**src/design/csmcg_pkg.sv**
```systemverilog
package csmcg_pkg;

  // Register offsets on the plain register port.
  localparam logic [3:0] ADDR_CLOCK_DIVIDER = 4'h0;
  localparam logic [3:0] ADDR_GATE_1 = 4'h1;
  localparam logic [3:0] ADDR_GATE_2 = 4'h2;
  localparam logic [3:0] ADDR_GATE_3 = 4'h3;
  localparam logic [3:0] ADDR_GATE_4 = 4'h4;
  localparam logic [3:0] ADDR_POWER_STATUS = 4'h5;

  // Clock divider register fields.
  localparam int RETURN_ON_INTERRUPT_BIT = 15;
  localparam int RATIO_MSB = 14;
  localparam int RATIO_LSB = 12;
  localparam int SLOW_EN_BIT = 11;
  localparam logic [15:0] CLOCK_DIVIDER_MASK = 16'hF800;
  localparam logic [15:0] CLOCK_DIVIDER_RESET = 16'h0000;

  // Implemented bits of the four gating registers.
  localparam logic [15:0] GATE_1_MASK = 16'h0EF9;
  localparam logic [15:0] GATE_2_MASK = 16'h001F;
  localparam logic [15:0] GATE_3_MASK = 16'h00AA;
  localparam logic [15:0] GATE_4_MASK = 16'h0008;
  localparam logic [15:0] GATE_RESET = 16'h0000;

  // Gating bit positions.
  localparam int TIMER_ONE_OFF = 11;
  localparam int QUAD_DECODER_ONE_OFF = 10;
  localparam int PWM_UNIT_OFF = 9;
  localparam int I2C_ONE_OFF = 7;
  localparam int UART_TWO_OFF = 6;
  localparam int UART_ONE_OFF = 5;
  localparam int SPI_TWO_OFF = 4;
  localparam int SPI_ONE_OFF = 3;
  localparam int ADC_UNIT_OFF = 0;
  localparam int CAPCOMP_ONE_OFF = 0;
  localparam int CRC_ENGINE_OFF = 7;
  localparam int QUAD_DECODER_TWO_OFF = 5;
  localparam int UART_THREE_OFF = 3;
  localparam int I2C_TWO_OFF = 1;
  localparam int REF_CLOCK_OUT_OFF = 3;

  localparam int NUM_MODULES = 19;

  // Wake delay after Idle or Sleep, in system clock cycles.
  localparam int WAKE_CYCLES = 3;

  typedef enum logic [1:0] {
    PS_RUN = 2'b00,
    PS_ENTER = 2'b01,
    PS_SAVE = 2'b10,
    PS_WAKE = 2'b11
  } csmcg_ps_state_type;

  typedef struct packed {
    logic [3:0] addr;
    logic [15:0] wdata;
    logic wr;
    logic rd;
  } csmcg_bus_type;

endpackage : csmcg_pkg

```
**src/design/csmcg_gate_cell.sv**
```systemverilog
`timescale 1ns/1ps
// One module enable: delayed one instruction cycle after its gating bit moves.
module csmcg_gate_cell (
  input wire logic ref_clk_in,
  input wire logic rst_in,
  input wire logic instr_tick_in,
  input wire logic gate_off_in,
  input wire logic present_in,
  output logic module_en_out
);

  logic en_r;

  always_ff @(posedge ref_clk_in or posedge rst_in) begin
    if (rst_in) begin
      en_r <= 1'b1;
    end else if (instr_tick_in) begin
      en_r <= ~gate_off_in;
    end
  end

  assign module_en_out = en_r & present_in;

endmodule : csmcg_gate_cell

```
**src/design/csmcg_top.sv**
```systemverilog
`timescale 1ns/1ps
module csmcg_top #(
  parameter logic [csmcg_pkg::NUM_MODULES-1:0] PRESENT = '1
) (
  input wire logic ref_clk_in,
  input wire logic rst_in,
  input wire logic [3:0] reg_addr_in,
  input wire logic [15:0] reg_wdata_in,
  input wire logic reg_wr_in,
  input wire logic reg_rd_in,
  output logic [15:0] reg_rdata_out,
  input wire logic power_save_instruction_in,
  input wire logic power_save_idle_in,
  input wire logic irq_pending_in,
  output logic irq_deliver_out,
  output logic cpu_clk_en_out,
  output logic periph_clk_en_out,
  output logic sleeping_out,
  output logic idle_out,
  output logic [csmcg_pkg::NUM_MODULES-1:0] module_clk_en_out,
  output logic [csmcg_pkg::NUM_MODULES-1:0] module_reg_wr_ok_out,
  output logic [csmcg_pkg::NUM_MODULES-1:0] module_rd_valid_out
);

  ////////////////////////////////////////////////////////////////////////////
  // Register port.

  csmcg_pkg::csmcg_bus_type bus;
  assign bus = '{addr: reg_addr_in, wdata: reg_wdata_in, wr: reg_wr_in, rd: reg_rd_in};

  // Software-visible registers and the registered read data.
  logic [15:0] clock_divider_reg_r;
  logic [15:0] module_gate_reg_1_r;
  logic [15:0] module_gate_reg_2_r;
  logic [15:0] module_gate_reg_3_r;
  logic [15:0] module_gate_reg_4_r;
  logic [15:0] rdata_r;

  // Write strobes per register; unmapped addresses match none of them.
  wire wr_clock_divider = bus.wr && (bus.addr == csmcg_pkg::ADDR_CLOCK_DIVIDER);
  wire wr_gate1 = bus.wr && (bus.addr == csmcg_pkg::ADDR_GATE_1);
  wire wr_gate2 = bus.wr && (bus.addr == csmcg_pkg::ADDR_GATE_2);
  wire wr_gate3 = bus.wr && (bus.addr == csmcg_pkg::ADDR_GATE_3);
  wire wr_gate4 = bus.wr && (bus.addr == csmcg_pkg::ADDR_GATE_4);

  wire slow_en = clock_divider_reg_r[csmcg_pkg::SLOW_EN_BIT];
  wire return_on_interrupt = clock_divider_reg_r[csmcg_pkg::RETURN_ON_INTERRUPT_BIT];
  wire [2:0] ratio_sel = clock_divider_reg_r[csmcg_pkg::RATIO_MSB:csmcg_pkg::RATIO_LSB];

  // Return-on-interrupt fires on a pending interrupt while slowed.
  wire ret_int_fire = return_on_interrupt && slow_en && irq_pending_in;
  wire [15:0] clock_divider_wr_value = bus.wdata & csmcg_pkg::CLOCK_DIVIDER_MASK;

  logic [15:0] clock_divider_reg_nxt;
  always_comb begin
    clock_divider_reg_nxt = clock_divider_reg_r;
    if (wr_clock_divider) begin
      clock_divider_reg_nxt = clock_divider_wr_value;
    end
    if (ret_int_fire) begin
      // Hardware clear wins over a coincident software write of the same bit.
      clock_divider_reg_nxt[csmcg_pkg::SLOW_EN_BIT] = 1'b0;
    end
  end

  always_ff @(posedge ref_clk_in or posedge rst_in) begin
    if (rst_in) begin
      clock_divider_reg_r <= csmcg_pkg::CLOCK_DIVIDER_RESET;
    end else begin
      clock_divider_reg_r <= clock_divider_reg_nxt;
    end
  end

  // Each gating register keeps only its implemented bits, so unused positions read zero.
  wire [15:0] module_gate_reg_1_nxt = wr_gate1 ? (bus.wdata & csmcg_pkg::GATE_1_MASK)
    : module_gate_reg_1_r;
  always_ff @(posedge ref_clk_in or posedge rst_in) begin
    if (rst_in) begin
      module_gate_reg_1_r <= csmcg_pkg::GATE_RESET;
    end else begin
      module_gate_reg_1_r <= module_gate_reg_1_nxt;
    end
  end

  wire [15:0] module_gate_reg_2_nxt = wr_gate2 ? (bus.wdata & csmcg_pkg::GATE_2_MASK)
    : module_gate_reg_2_r;
  always_ff @(posedge ref_clk_in or posedge rst_in) begin
    if (rst_in) begin
      module_gate_reg_2_r <= csmcg_pkg::GATE_RESET;
    end else begin
      module_gate_reg_2_r <= module_gate_reg_2_nxt;
    end
  end

  wire [15:0] module_gate_reg_3_nxt = wr_gate3 ? (bus.wdata & csmcg_pkg::GATE_3_MASK)
    : module_gate_reg_3_r;
  always_ff @(posedge ref_clk_in or posedge rst_in) begin
    if (rst_in) begin
      module_gate_reg_3_r <= csmcg_pkg::GATE_RESET;
    end else begin
      module_gate_reg_3_r <= module_gate_reg_3_nxt;
    end
  end

  wire [15:0] module_gate_reg_4_nxt = wr_gate4 ? (bus.wdata & csmcg_pkg::GATE_4_MASK)
    : module_gate_reg_4_r;
  always_ff @(posedge ref_clk_in or posedge rst_in) begin
    if (rst_in) begin
      module_gate_reg_4_r <= csmcg_pkg::GATE_RESET;
    end else begin
      module_gate_reg_4_r <= module_gate_reg_4_nxt;
    end
  end

  ////////////////////////////////////////////////////////////////////////////
  // Power-save sequencing.

  csmcg_pkg::csmcg_ps_state_type ps_r;
  csmcg_pkg::csmcg_ps_state_type ps_nxt;
  logic idle_mode_r;
  logic [1:0] wake_cnt_r;

  always_comb begin
    ps_nxt = ps_r;
    unique case (ps_r)
      csmcg_pkg::PS_RUN: begin
        if (power_save_instruction_in) ps_nxt = csmcg_pkg::PS_ENTER;
      end
      csmcg_pkg::PS_ENTER: begin
        // Entry always completes before any interrupt is looked at.
        ps_nxt = csmcg_pkg::PS_SAVE;
      end
      csmcg_pkg::PS_SAVE: begin
        if (irq_pending_in) ps_nxt = csmcg_pkg::PS_WAKE;
      end
      csmcg_pkg::PS_WAKE: begin
        if (wake_cnt_r == 2'd0) ps_nxt = csmcg_pkg::PS_RUN;
      end
    endcase
  end

  // Idle or Sleep is latched with the instruction, so a later change of the select pin is harmless.
  wire st_run = ps_r == csmcg_pkg::PS_RUN;
  wire ps_start = st_run && power_save_instruction_in;
  wire idle_mode_nxt = ps_start ? power_save_idle_in : idle_mode_r;
  // The wake counter loads once on entry to WAKE and counts down to zero.
  wire wake_load = (ps_nxt == csmcg_pkg::PS_WAKE) && (ps_r != csmcg_pkg::PS_WAKE);
  wire [1:0] wake_cnt_nxt = wake_load ? 2'(csmcg_pkg::WAKE_CYCLES - 1)
    : ((wake_cnt_r != 2'd0) ? wake_cnt_r - 2'd1 : wake_cnt_r);

  always_ff @(posedge ref_clk_in or posedge rst_in) begin
    if (rst_in) begin
      ps_r <= csmcg_pkg::PS_RUN;
    end else begin
      ps_r <= ps_nxt;
    end
  end

  always_ff @(posedge ref_clk_in or posedge rst_in) begin
    if (rst_in) begin
      idle_mode_r <= 1'b0;
    end else begin
      idle_mode_r <= idle_mode_nxt;
    end
  end

  always_ff @(posedge ref_clk_in or posedge rst_in) begin
    if (rst_in) begin
      wake_cnt_r <= 2'd0;
    end else begin
      wake_cnt_r <= wake_cnt_nxt;
    end
  end

  // State decodes shared by the outputs below.
  wire st_enter = ps_r == csmcg_pkg::PS_ENTER;
  wire st_save = ps_r == csmcg_pkg::PS_SAVE;
  wire st_wake = ps_r == csmcg_pkg::PS_WAKE;
  wire in_save = st_enter || st_save;
  wire cpu_halted = in_save || st_wake;
  wire sleeping = in_save && !idle_mode_r;

  assign sleeping_out = sleeping;
  assign idle_out = in_save && idle_mode_r;
  // Interrupts reach the CPU only once it runs again.
  assign irq_deliver_out = irq_pending_in && !cpu_halted;
  assign periph_clk_en_out = !sleeping;

  ////////////////////////////////////////////////////////////////////////////
  // Slow-core divider and instruction tick.

  // Counter on the system clock, held only in Sleep, so CPU enables fall on peripheral edges.
  logic [6:0] div_cnt_r;
  // The counter holds in Sleep, where no clock would reach the CPU anyway.
  wire [6:0] div_cnt_nxt = sleeping ? div_cnt_r : div_cnt_r + 7'd1;
  always_ff @(posedge ref_clk_in or posedge rst_in) begin
    if (rst_in) begin
      div_cnt_r <= 7'd0;
    end else begin
      div_cnt_r <= div_cnt_nxt;
    end
  end

  // Ratio code n lets the CPU through on one system cycle in two to the power n.
  wire [6:0] ratio_mask = 7'((8'd1 << ratio_sel) - 8'd1);
  wire slow_tick = (div_cnt_r & ratio_mask) == 7'd0;
  wire cpu_tick = slow_en ? slow_tick : 1'b1;
  assign cpu_clk_en_out = cpu_tick && !cpu_halted;

  ////////////////////////////////////////////////////////////////////////////
  // Module gating.

  // First register: timer, decoder, PWM, serial units and converter.
  wire timer_one_off = module_gate_reg_1_r[csmcg_pkg::TIMER_ONE_OFF];
  wire quad_decoder_one_off = module_gate_reg_1_r[csmcg_pkg::QUAD_DECODER_ONE_OFF];
  wire pwm_unit_off = module_gate_reg_1_r[csmcg_pkg::PWM_UNIT_OFF];
  wire i2c_one_off = module_gate_reg_1_r[csmcg_pkg::I2C_ONE_OFF];
  wire uart_two_off = module_gate_reg_1_r[csmcg_pkg::UART_TWO_OFF];
  wire uart_one_off = module_gate_reg_1_r[csmcg_pkg::UART_ONE_OFF];
  wire spi_two_off = module_gate_reg_1_r[csmcg_pkg::SPI_TWO_OFF];
  wire spi_one_off = module_gate_reg_1_r[csmcg_pkg::SPI_ONE_OFF];
  wire adc_unit_off = module_gate_reg_1_r[csmcg_pkg::ADC_UNIT_OFF];

  // Second register: capture/compare units one to five.
  wire capcomp_one_off = module_gate_reg_2_r[csmcg_pkg::CAPCOMP_ONE_OFF];
  wire capcomp_two_off = module_gate_reg_2_r[csmcg_pkg::CAPCOMP_ONE_OFF + 1];
  wire capcomp_three_off = module_gate_reg_2_r[csmcg_pkg::CAPCOMP_ONE_OFF + 2];
  wire capcomp_four_off = module_gate_reg_2_r[csmcg_pkg::CAPCOMP_ONE_OFF + 3];
  wire capcomp_five_off = module_gate_reg_2_r[csmcg_pkg::CAPCOMP_ONE_OFF + 4];

  // Third and fourth registers.
  wire crc_engine_off = module_gate_reg_3_r[csmcg_pkg::CRC_ENGINE_OFF];
  wire quad_decoder_two_off = module_gate_reg_3_r[csmcg_pkg::QUAD_DECODER_TWO_OFF];
  wire uart_three_off = module_gate_reg_3_r[csmcg_pkg::UART_THREE_OFF];
  wire i2c_two_off = module_gate_reg_3_r[csmcg_pkg::I2C_TWO_OFF];
  wire ref_clock_out_off = module_gate_reg_4_r[csmcg_pkg::REF_CLOCK_OUT_OFF];

  wire [csmcg_pkg::NUM_MODULES-1:0] gate_bits = {
    ref_clock_out_off,
    i2c_two_off,
    uart_three_off,
    quad_decoder_two_off,
    crc_engine_off,
    capcomp_five_off,
    capcomp_four_off,
    capcomp_three_off,
    capcomp_two_off,
    capcomp_one_off,
    adc_unit_off,
    spi_one_off,
    spi_two_off,
    uart_one_off,
    uart_two_off,
    i2c_one_off,
    pwm_unit_off,
    quad_decoder_one_off,
    timer_one_off
  };

  // The instruction cycle is the CPU tick before halt gating, so the delay follows slow-core mode.
  wire [csmcg_pkg::NUM_MODULES-1:0] mod_en;
  genvar gi;
  generate
    for (gi = 0; gi < csmcg_pkg::NUM_MODULES; gi++) begin : g_cell
      csmcg_gate_cell u_cell (
        .ref_clk_in(ref_clk_in),
        .rst_in(rst_in),
        .instr_tick_in(cpu_tick),
        .gate_off_in(gate_bits[gi]),
        .present_in(PRESENT[gi]),
        .module_en_out(mod_en[gi])
      );
    end
  endgenerate

  // Sleep removes every module clock, while register access follows the gate alone.
  wire [csmcg_pkg::NUM_MODULES-1:0] awake_mask = {csmcg_pkg::NUM_MODULES{!sleeping}};
  assign module_clk_en_out = mod_en & awake_mask;
  assign module_reg_wr_ok_out = mod_en;
  assign module_rd_valid_out = mod_en;

  ////////////////////////////////////////////////////////////////////////////
  // Read data.

  // Status fields for software; the word is read-only.
  wire [3:0] status_bits = {cpu_halted, idle_out, sleeping, ret_int_fire};
  wire [15:0] status_word = {12'h000, status_bits};

  // Unmapped addresses select nothing, so they read as zero.
  wire rd_hit_clock_divider = bus.addr == csmcg_pkg::ADDR_CLOCK_DIVIDER;
  wire rd_hit_gate1 = bus.addr == csmcg_pkg::ADDR_GATE_1;
  wire rd_hit_gate2 = bus.addr == csmcg_pkg::ADDR_GATE_2;
  wire rd_hit_gate3 = bus.addr == csmcg_pkg::ADDR_GATE_3;
  wire rd_hit_gate4 = bus.addr == csmcg_pkg::ADDR_GATE_4;
  wire rd_hit_status = bus.addr == csmcg_pkg::ADDR_POWER_STATUS;

  wire [15:0] rd_sel = ({16{rd_hit_clock_divider}} & clock_divider_reg_r)
    | ({16{rd_hit_gate1}} & module_gate_reg_1_r)
    | ({16{rd_hit_gate2}} & module_gate_reg_2_r)
    | ({16{rd_hit_gate3}} & module_gate_reg_3_r)
    | ({16{rd_hit_gate4}} & module_gate_reg_4_r)
    | ({16{rd_hit_status}} & status_word);

  // Read data stand in the cycle after each read strobe and are zero otherwise.
  wire [15:0] rdata_nxt = bus.rd ? rd_sel : 16'h0000;

  always_ff @(posedge ref_clk_in or posedge rst_in) begin
    if (rst_in) begin
      rdata_r <= 16'h0000;
    end else begin
      rdata_r <= rdata_nxt;
    end
  end

  assign reg_rdata_out = rdata_r;

endmodule : csmcg_top

```
**config.mk**
```make
export PLATFORM = sky130hd
export DESIGN_NAME = csmcg_top
export DESIGN_NICKNAME = d
export VERILOG_FILES = /design/src/design/csmcg_pkg.sv /design/src/design/csmcg_gate_cell.sv /design/src/design/csmcg_top.sv
export SDC_FILE = /design/constraint.sdc
export NUM_CORES = 1
export LEC_CHECK = 0
export ABC_AREA = 0
export ABC_CLOCK_PERIOD_IN_PS = 2900
export BUFFER_PORTS_ARGS = -buffer_cell sky130_fd_sc_hd__buf_2
export CORE_ASPECT_RATIO = 1.25
export CORE_MARGIN = 5
export CORE_UTILIZATION = 47
export DETAILED_ROUTE_END_ITERATION = 10
export PLACE_DENSITY = 0.75
export SLEW_MARGIN = 20
export SYNTH_ARGS = -nofsm -noshare
export SYNTH_HDL_FRONTEND = slang
export SYNTH_HIERARCHICAL = 1
export SYNTH_SLANG_ARGS = --single-unit
```
**constraint.sdc**
```tcl
create_clock -name ref_clk_in -period 2.9 [get_ports ref_clk_in]
set_input_delay 0.145 -clock ref_clk_in [delete_from_list [all_inputs] [get_ports ref_clk_in]]
set_output_delay 0.145 -clock ref_clk_in [all_outputs]
set_load 0.005 [all_outputs]
```
==> results.txt, run 1 <==
RR Endpoint - div_cnt_r[6]
Clock Sinks - 70
Clock Skew - 0.0115 ns
delay-heaviest family, CP - buffers and inverters
drt pass-1 iters - 4
GRT Overall Usage - 17.1%
Fin. Hold Viols - 0
routed len/inst - 14.3 um
Synth Area in Compound Gates - 8.02%
min-delay src - reg_wdata_in[14]
ratio of cells with drive above 1 in the final layout - 39.2%
Post-Synthesis Cells - 332
P&R area growth vs syn - 21.3%
first-pass GRT wire length - 12500 um
pin count of the biggest net entering global routing - 52
Core Rows - 35
Yosys cell types - 47
fraction of the yosys area taken by sequential cells - 50.6%
WP data required - 2.76 ns
async set or reset register ratio after synthesis - 100%
total power draw - 3.70 mW
CTS Buf Count - 9
antenna cells - 0
share of the synthesized area in the top cell type - 36.4%
# DRC - 0
number of max-cap violations - 0
syn_area_per_cell - 10.6 sq um
area leader, netlist - dfrtp_1
num ports - 105
Yosys Warn Count - 6
initial drt markers - 115
Die Ht - 107 um
clock tree from TritonCTS - yes
clock slew at reported path FFs - 0.08 ns
Filler cells - 627
max incr delay on CP - 0.42 ns
Initial Utilization - 48.0%
relative slew slack - 39.1%
post-synthesis adder-cell area fraction - 2.49%
P_sw - 1.26 mW
crit start category - flop
synthesized flop and latch total - 70
crit share post-route - 78.8%
Final nets - 473
Buf+Inv Stages, Crit Path - 3
power share of the clock group - 23.0%
CTS Buffer Depth - 2
Lkg Pwr - 2.19 nW
P per Cell Area - 868 nW/um^2
Most used DFF post-synth - dfrtp_1
worst hold endpoint - clock_divider_reg_r[14]
half-perimeter wire length after placement - 5660 um
GRT overflow - 0
setup violators final - 0
Routability Congestion - 0.819
initial antenna violation count - 0
switch share - 34.1%
flop2flop setup slack - 0.92 ns
Synth Area in Simple Gates - 19.6%
port bufs - 102
Root Buffer - clkbuf_8
setup bufs post-CTS - 0
Crit Path Max Fanout - 16
Worst Reg-to-Reg Cells - 6
clk_lat worst skew - 0.34 ns
top cells by area, synth - dfrtp_1, dfstp_2, and2_1
critical path class - flop to primary output
max-slew violations - 0
via count - 2666
HP Class - primary input to flop
Post-Syn Area - 3510 sq um
count leader, synth - dfrtp_1
vias in the first global route - 2634
FF-to-FF Start - ps_r[0]
post-synthesis mux area share - 8.87%
commonest cells in the synthesized netlist - dfrtp_1, and2_1, inv_1
remaining antenna violation count after routing - 0
chip width - 87.3 um
EDFF count, synth - 0
Die Area - 9310 sq um
Seq pwr share - 42.0%
outcome - finished, final reports clean
worst slew pin tran - 0.912 ns
RSZ-0062 raised after global routing - false
maximum vdd ir drop - 0.504 mV
CP endpoint kind - primary output
vias per inst - 4.97
Arr. time, crit path - 2.14 ns
H-tree depth - 3
largest family of logic cells by synthesized area - simple AND/OR/NAND/NOR gates
Tmin final - 2.28 ns
fmax - 438 MHz
Pint - 2.44 mW
Slowest-stage cell, CP - dfrtp_1
Core Footprint - 7310 sq um
xor/xnor share of the synthesized area - 1.75%
setup TNS - 0 ns
CP Cell Sequence - inv_1 > ha_1 > nand2b_1 > buf_4 > and2_1 > buf_2
Routed WL - 7660 um
hold path depth - 2
combinational share of power - 35.0%
worst register-to-register path: stages (launching register included):
cell,delay [ns]
dfrtp_1,0.42
inv_1,0.12
ha_1,0.31
nand2b_1,0.39
inv_2,0.17
nor4b_2,0.34
xor2_1,0.16
area by class of cell:
class	count	area, sq um	share of cell area, %
Multi-Input combinational cell	224	1510	35.4
Clock inverter	6	86.3	2.03
Tap cell	92	115	2.70
Inverter	29	110	2.58
Timing Repair Buffer	105	536	12.6
Clock buffer	10	128	3.00
Sequential cell	70	1780	41.7
metal layers:
metal	GRT usage, %	wire length [um]
met3	3.38	605
met5	0	0
met1	21.9	3190
met2	28.2	3770
met4	6.25	93
worst max-delay path by stage:
stage / cells after the start / slack [ns] / from / to
floorplan: 5 / 0.63 / div_cnt_r[3] / g_cell[0].u_cell/en_r
CTS: 6 / 0.62 / ps_r[0] / module_clk_en_out[11]
detailed placement: 6 / 0.94 / clock_divider_reg_r[13] / g_cell[9].u_cell/en_r
global placement: 6 / 1.03 / div_cnt_r[3] / g_cell[15].u_cell/en_r
global route: 6 / 0.47 / ps_r[0] / module_clk_en_out[15]
finish: 6 / 0.62 / ps_r[0] / module_clk_en_out[11]
placed cells by master, fill, tap and decap left out, types with 7 or more instances in the layout:
cell,instances
a21oi_1,26
and2_1,47
buf_2,102
clkbuf_8,9
conb_1,20
dfrtp_1,51
dfstp_2,19
ha_1,7
inv_1,27
mux2_2,24
nand2_1,14
nor2_1,27
state kept, by name (all words and copies together), names as in the netlist, 2 cells and up:
signal / cells
module_gate_reg_1_r: 9
g_cell.u_cell/en_r: 19
wake_cnt_r: 2
clock_divider_reg_r: 5
ps_r: 2
module_gate_reg_3_r: 4
module_gate_reg_2_r: 5
div_cnt_r: 7
reg_rdata_out: 15
through the flow:
step	instances	hold WS [ns]	worst slack [ns]	instance area [sq um]	utilization, %
finish	536	0.0248	0.616	4260	58.3
global route	536	0.0278	0.470	4260	58.3
CTS	536	0.0127	0.621	4260	58.2
detailed placement	519	0.343	0.942	4040	55.2
global placement	519	0.336	1.03	4040	55.2
floorplan	350	0.0347	0.634	3580	-
logic make-up (layout without fill, tap and decap cells):
family / count (synthesis) / in the layout
AO/OA/AOI/OAI: 48 / 48
XOR/XNOR: 7 / 7
adder cells (fa/ha/maj): 7 / 7
buffers and inverters: 56 / 150
flip-flops: 70 / 70
multiplexers: 28 / 28
other: 2 / 20
AND/OR/NAND/NOR: 114 / 114
power by group through the flow:
stage / combinational (mW) / clock (mW) / sequential, mW
floorplan: 0.927 / 0 / 1.50
global placement: 1.25 / 0 / 1.55
detailed placement: 1.30 / 0 / 1.57
CTS: 1.31 / 0.867 / 1.55
global route: 1.46 / 0.907 / 1.59
finish: 1.29 / 0.851 / 1.55
repair_timing:
| item | CTS | global route |
|---|---|---|
| hold buffers | 1 | 0 |
| gates resized for setup | 0 | 0 |
| endpoints found under the hold margin | 19 | 0 |
No activity file was read; power rests on OpenSTA's default activity.
==> run 2, diff against run 1 <==
- ABC_CLOCK_PERIOD_IN_PS: 2900 -> 1900
- clock period: 2.9 -> 1.9 ns (I/O delays scaled with it)
==> run 2 against run 1 <==
Routed wire length is 1.5% higher; global-route usage is 0.080 points higher; clock skew is 0.0025 ns lower; cell count is 3.9% higher; first-iteration DRC count is 23% higher; sequential power is 53% higher; critical path depth stayed put; die area stayed put; core utilization is 2.9 points higher.
==> results.txt, run 2 (same netlist as run 1, synthesis figures left out) <==
Lkg Pwr - 2.30 nW
max-slew violations - 0
vias in the first global route - 2677
GRT Overall Usage - 17.1%
Final nets - 494
drt pass-1 iters - 4
Multi-input gate area - 1520 sq um
Die Area - 9310 sq um
Routability Congestion - 0.858
Pint - 3.86 mW
placed inst area - 4080 sq um
crit share post-route - 93.0%
Fin. Hold Viols - 0
pin count of the biggest net entering global routing - 44
Core Rows - 35
WP data required - 1.80 ns
Final WS setup - 0.134 ns
P per Cell Area - 1290 nW/um^2
HP Class - primary input to flop
commonest non-fill, non-tap cell in the layout - buf_2
flop2flop setup slack - 0.30 ns
chip width - 87.3 um
CTS Buf Count - 9
num ports - 105
CTS Buffer Depth - 2
via count - 2680
half-perimeter wire length after placement - 5880 um
crit path to - module_clk_en_out[2]
Seq pwr share - 40.9%
P&R area growth vs syn - 27.4%
H-tree depth - 3
WHS - 0.0174 ns
initial antenna violation count - 0
power share of the clock group - 21.8%
remaining antenna violation count after routing - 0
combinational share of power - 37.3%
Crit. Startpoint - ps_r[0]
Worst Reg-to-Reg Cells - 7
Crit Path Max Fanout - 11
P_sw - 1.92 mW
Filler cells - 635
min-delay src - reg_wdata_in[7]
Die Ht - 107 um
routed len/inst - 14.0 um
crit start category - flop
switch share - 33.2%
most frequent cells in the layout - buf_2, dfrtp_1, and2_1
cell area after layout - 4470 sq um
register area - 1780 sq um
Routed WL - 7770 um
RSZ-0062 raised after global routing - false
Clock Sinks - 70
first-pass GRT wire length - 12500 um
vias per inst - 4.81
FF-to-FF Start - ps_r[0]
clock tree from TritonCTS - yes
largest register by flop count - g_cell.u_cell/en_r
Initial Utilization - 48.0%
outcome - finished, final reports clean
Core Footprint - 7310 sq um
maximum vdd ir drop - 0.920 mV
clock slew at reported path FFs - 0.07 ns
Clock Skew - 0.00898 ns
Arr. time, crit path - 1.67 ns
CP endpoint kind - primary output
setup violators final - 0
RR Endpoint - div_cnt_r[5]
antenna cells - 0
# DRC - 0
GRT overflow - 0
initial drt markers - 141
port bufs - 102
max reg flops - 19
fmax - 566 MHz
clk_lat worst skew - 0.34 ns
ratio of cells with drive above 1 in the final layout - 39.4%
Root Buffer - clkbuf_8
number of max-cap violations - 0
setup TNS - 0 ns
pre-CTS WS - 0.296 ns
Tmin final - 1.77 ns
critical path class - flop to primary output
[run 2: how the worst min path moves through the flow]
stage / cells past startpoint / endpoint / slack (ns)
CTS: 2 / module_gate_reg_3_r[7] / 0.005
finish: 2 / module_gate_reg_3_r[7] / 0.02
floorplan: 1 / g_cell[0].u_cell/en_r / -0.02
global route: 2 / module_gate_reg_3_r[7] / 0.007
global placement: 2 / module_gate_reg_2_r[1] / 0.20
detailed placement: 2 / module_gate_reg_2_r[4] / 0.22
[run 2: power by group through the flow]
stage | Clock, mW | Sequential (mW) | Combinational [mW]
global route | 1.35 | 2.44 | 2.43
global placement | 0 | 2.37 | 1.94
finish | 1.26 | 2.37 | 2.16
CTS | 1.28 | 2.37 | 2.06
detailed placement | 0 | 2.40 | 2.03
floorplan | 0 | 2.29 | 1.42
[run 2: final cells by class]
type	instances	share of cell area [%]
Tap cell	92	2.57
Timing Repair Buffer	126	16.7
Multi-Input combinational cell	224	34.0
Sequential cell	70	39.7
Clock buffer	11	2.94
Clock inverter	5	1.68
Inverter	29	2.43
[run 2: repair_timing]
action                                  4_1_cts  5_1_grt
hold endpoints to repair                     41        0
endpoints found under the setup margin        0       20
resized for setup                             0        4
buffers inserted                              0        4
hold buffers                                 14        0
[run 2: layer usage]
metal | vias to the layer above | part of all wire, % | track usage, %
li1 | 1321 | - | -
met1 | 1258 | 39 | 19.6
met2 | 82 | 51 | 29.4
met3 | 19 | 7.7 | 5.23
met4 | 0 | 2.7 | 7.02
met5 | - | 0 | 0
[run 2: critical path, stage by stage, from the launching register on]
cell and delay (ns):
dfrtp_1 0.39, inv_1 0.11, ha_1 0.35, nand2b_4 0.08, buf_6 0.14, and2_1 0.15, buf_2 0.12
[run 2: per-stage QoR]
step	util, %	total power [mW]	instances
floorplan	-	3.71	350
global placement	55.8	4.31	523
detailed placement	55.8	4.42	523
CTS	60.5	5.71	553
global route	61.1	6.22	557
finish	61.1	5.78	557
==> run 3, diff against run 2 <==
- SETUP_SLACK_MARGIN: default -> 0.2
==> run 3 against run 2 <==
Core utilization up 3.0 points; non-clock buffer count up 1; largest power group is now combinational cells; routed wire length up 7.0%; clock skew about the same; first-iteration DRC count down 11%; via count up 3.6%; cell area up 5.0%; critical endpoint is now module_clk_en_out[16]; sequential share of layout area down 1.9 points.
==> results.txt, run 3 (same netlist as run 1, synthesis figures left out) <==
outcome - finished, final reports clean
vias in the first global route - 2771
P&R area growth vs syn - 33.7%
Fin. Hold Viols - 0
most frequent cells in the layout - buf_2, dfrtp_1, and2_1
remaining antenna violation count after routing - 0
Pint - 4.29 mW
Routed WL - 8320 um
commonest non-fill, non-tap cell in the layout - buf_2
Filler cells - 597
switch share - 33.1%
max-slew violations - 0
Final nets - 495
crit start category - flop
clk_lat worst skew - 0.35 ns
P per Cell Area - 1370 nW/um^2
Crit Path Max Fanout - 6
Core Rows - 35
Die Area - 9310 sq um
ratio of cells with drive above 1 in the final layout - 43.3%
critical path class - flop to primary output
cell total after placement - 521
Die Ht - 107 um
FF-to-FF Start - ps_r[0]
Initial Utilization - 48.0%
power share of the clock group - 19.9%
Arr. time, crit path - 1.65 ns
number of max-cap violations - 0
initial drt markers - 126
P_sw - 2.12 mW
HP Class - primary input to flop
# DRC - 0
initial antenna violation count - 0
total power draw - 6.41 mW
vias per inst - 4.98
max reg flops - 19
Root Buffer - clkbuf_8
antenna cells - 0
RR Endpoint - div_cnt_r[6]
maximum vdd ir drop - 1.00 mV
RSZ-0062 raised after global routing - true
Clock Sinks - 70
Core Util, Final - 64.2%
first-pass GRT wire length - 13300 um
Clock Skew - 0.00866 ns
WP data required - 1.80 ns
clock tree from TritonCTS - yes
crit share post-route - 91.8%
fin cells - 558
CP endpoint kind - primary output
fmax - 573 MHz
CTS Buffer Depth - 2
chip width - 87.3 um
placed inst area - 4080 sq um
pin count of the biggest net entering global routing - 39
H-tree depth - 3
Seq pwr share - 36.8%
Core Footprint - 7310 sq um
via count - 2777
Worst Reg-to-Reg Cells - 7
combinational share of power - 43.2%
num ports - 105
largest register by flop count - g_cell.u_cell/en_r
cell area after layout - 4690 sq um
setup TNS - 0 ns
crit path to - module_clk_en_out[16]
Lkg Pwr - 2.37 nW
Routability Congestion - 0.814
CTS Buf Count - 9
port bufs - 102
half-perimeter wire length after placement - 5680 um
clock slew at reported path FFs - 0.08 ns
GRT Overall Usage - 18.4%
GRT overflow - 0
drt pass-1 iters - 4
Crit. Startpoint - ps_r[0]
Tmin final - 1.74 ns
setup violators final - 0
flop2flop setup slack - 0.25 ns
routed len/inst - 14.9 um
run 3: layout make-up:
class / instances / area [sq um] / share of cell area, %
inverter: 29 / 109 / 2.32
multi-input combinational: 224 / 1590 / 33.9
clock inverter: 4 / 72.6 / 1.55
sequential: 70 / 1780 / 37.8
tap: 92 / 115 / 2.45
timing repair buffer: 127 / 896 / 19.1
clock buffer: 12 / 135 / 2.88
run 3: critical path, stage by stage, from the launching register on:
cell,delay (ns)
dfrtp_1,0.38
inv_2,0.09
ha_4,0.29
nand2b_4,0.11
clkbuf_16,0.18
and2_4,0.15
buf_6,0.11
run 3: repair_timing:
action	in CTS	in global routing
buffers inserted	2	3
endpoints found under the setup margin	20	18
hold endpoints to repair	52	0
hold buffers	14	0
pin swaps	0	9
resized for setup	10	35
cloned	1	1
run 3: stage by stage:
step           hold slack [ns]  setup slack (ns)
2_1_floorplan          -0.0153             0.339
3_3_place_gp             0.290             0.287
3_5_place_dp             0.301             0.227
4_1_cts                0.00222             0.180
5_1_grt                 0.0155            0.0864
6_report               0.00795             0.156
run 3: power groups by stage:
stage / clock (mW) / combinational, mW / sequential, mW
after floorplan: 0 / 1.43 / 2.29
after global placement: 0 / 1.94 / 2.37
after detailed placement: 0 / 2.03 / 2.40
after CTS: 1.30 / 2.25 / 2.36
after global routing: 1.36 / 3.06 / 2.43
final: 1.28 / 2.77 / 2.36
run 3: worst min-delay path by stage:
stage	start	end	slack (ns)	cells after the start
finish	reg_wdata_in[7]	module_gate_reg_3_r[7]	0.008	2
global route	reg_wdata_in[7]	module_gate_reg_1_r[7]	0.02	2
CTS	reg_wdata_in[7]	module_gate_reg_3_r[7]	0.002	2
detailed placement	rst_in	g_cell[5].u_cell/en_r	0.30	2
global placement	rst_in	g_cell[10].u_cell/en_r	0.29	2
floorplan	rst_in	g_cell[0].u_cell/en_r	-0.02	1
run 3: per-layer routing:
layer / vias up / global-route usage (%) / routed length [um]
met4: 0 / 9.54 / 306
met2: 102 / 28.9 / 3980
met3: 25 / 5.07 / 716
li1: 1324 / - / -
met5: - / 0 / 0
met1: 1326 / 22.8 / 3320
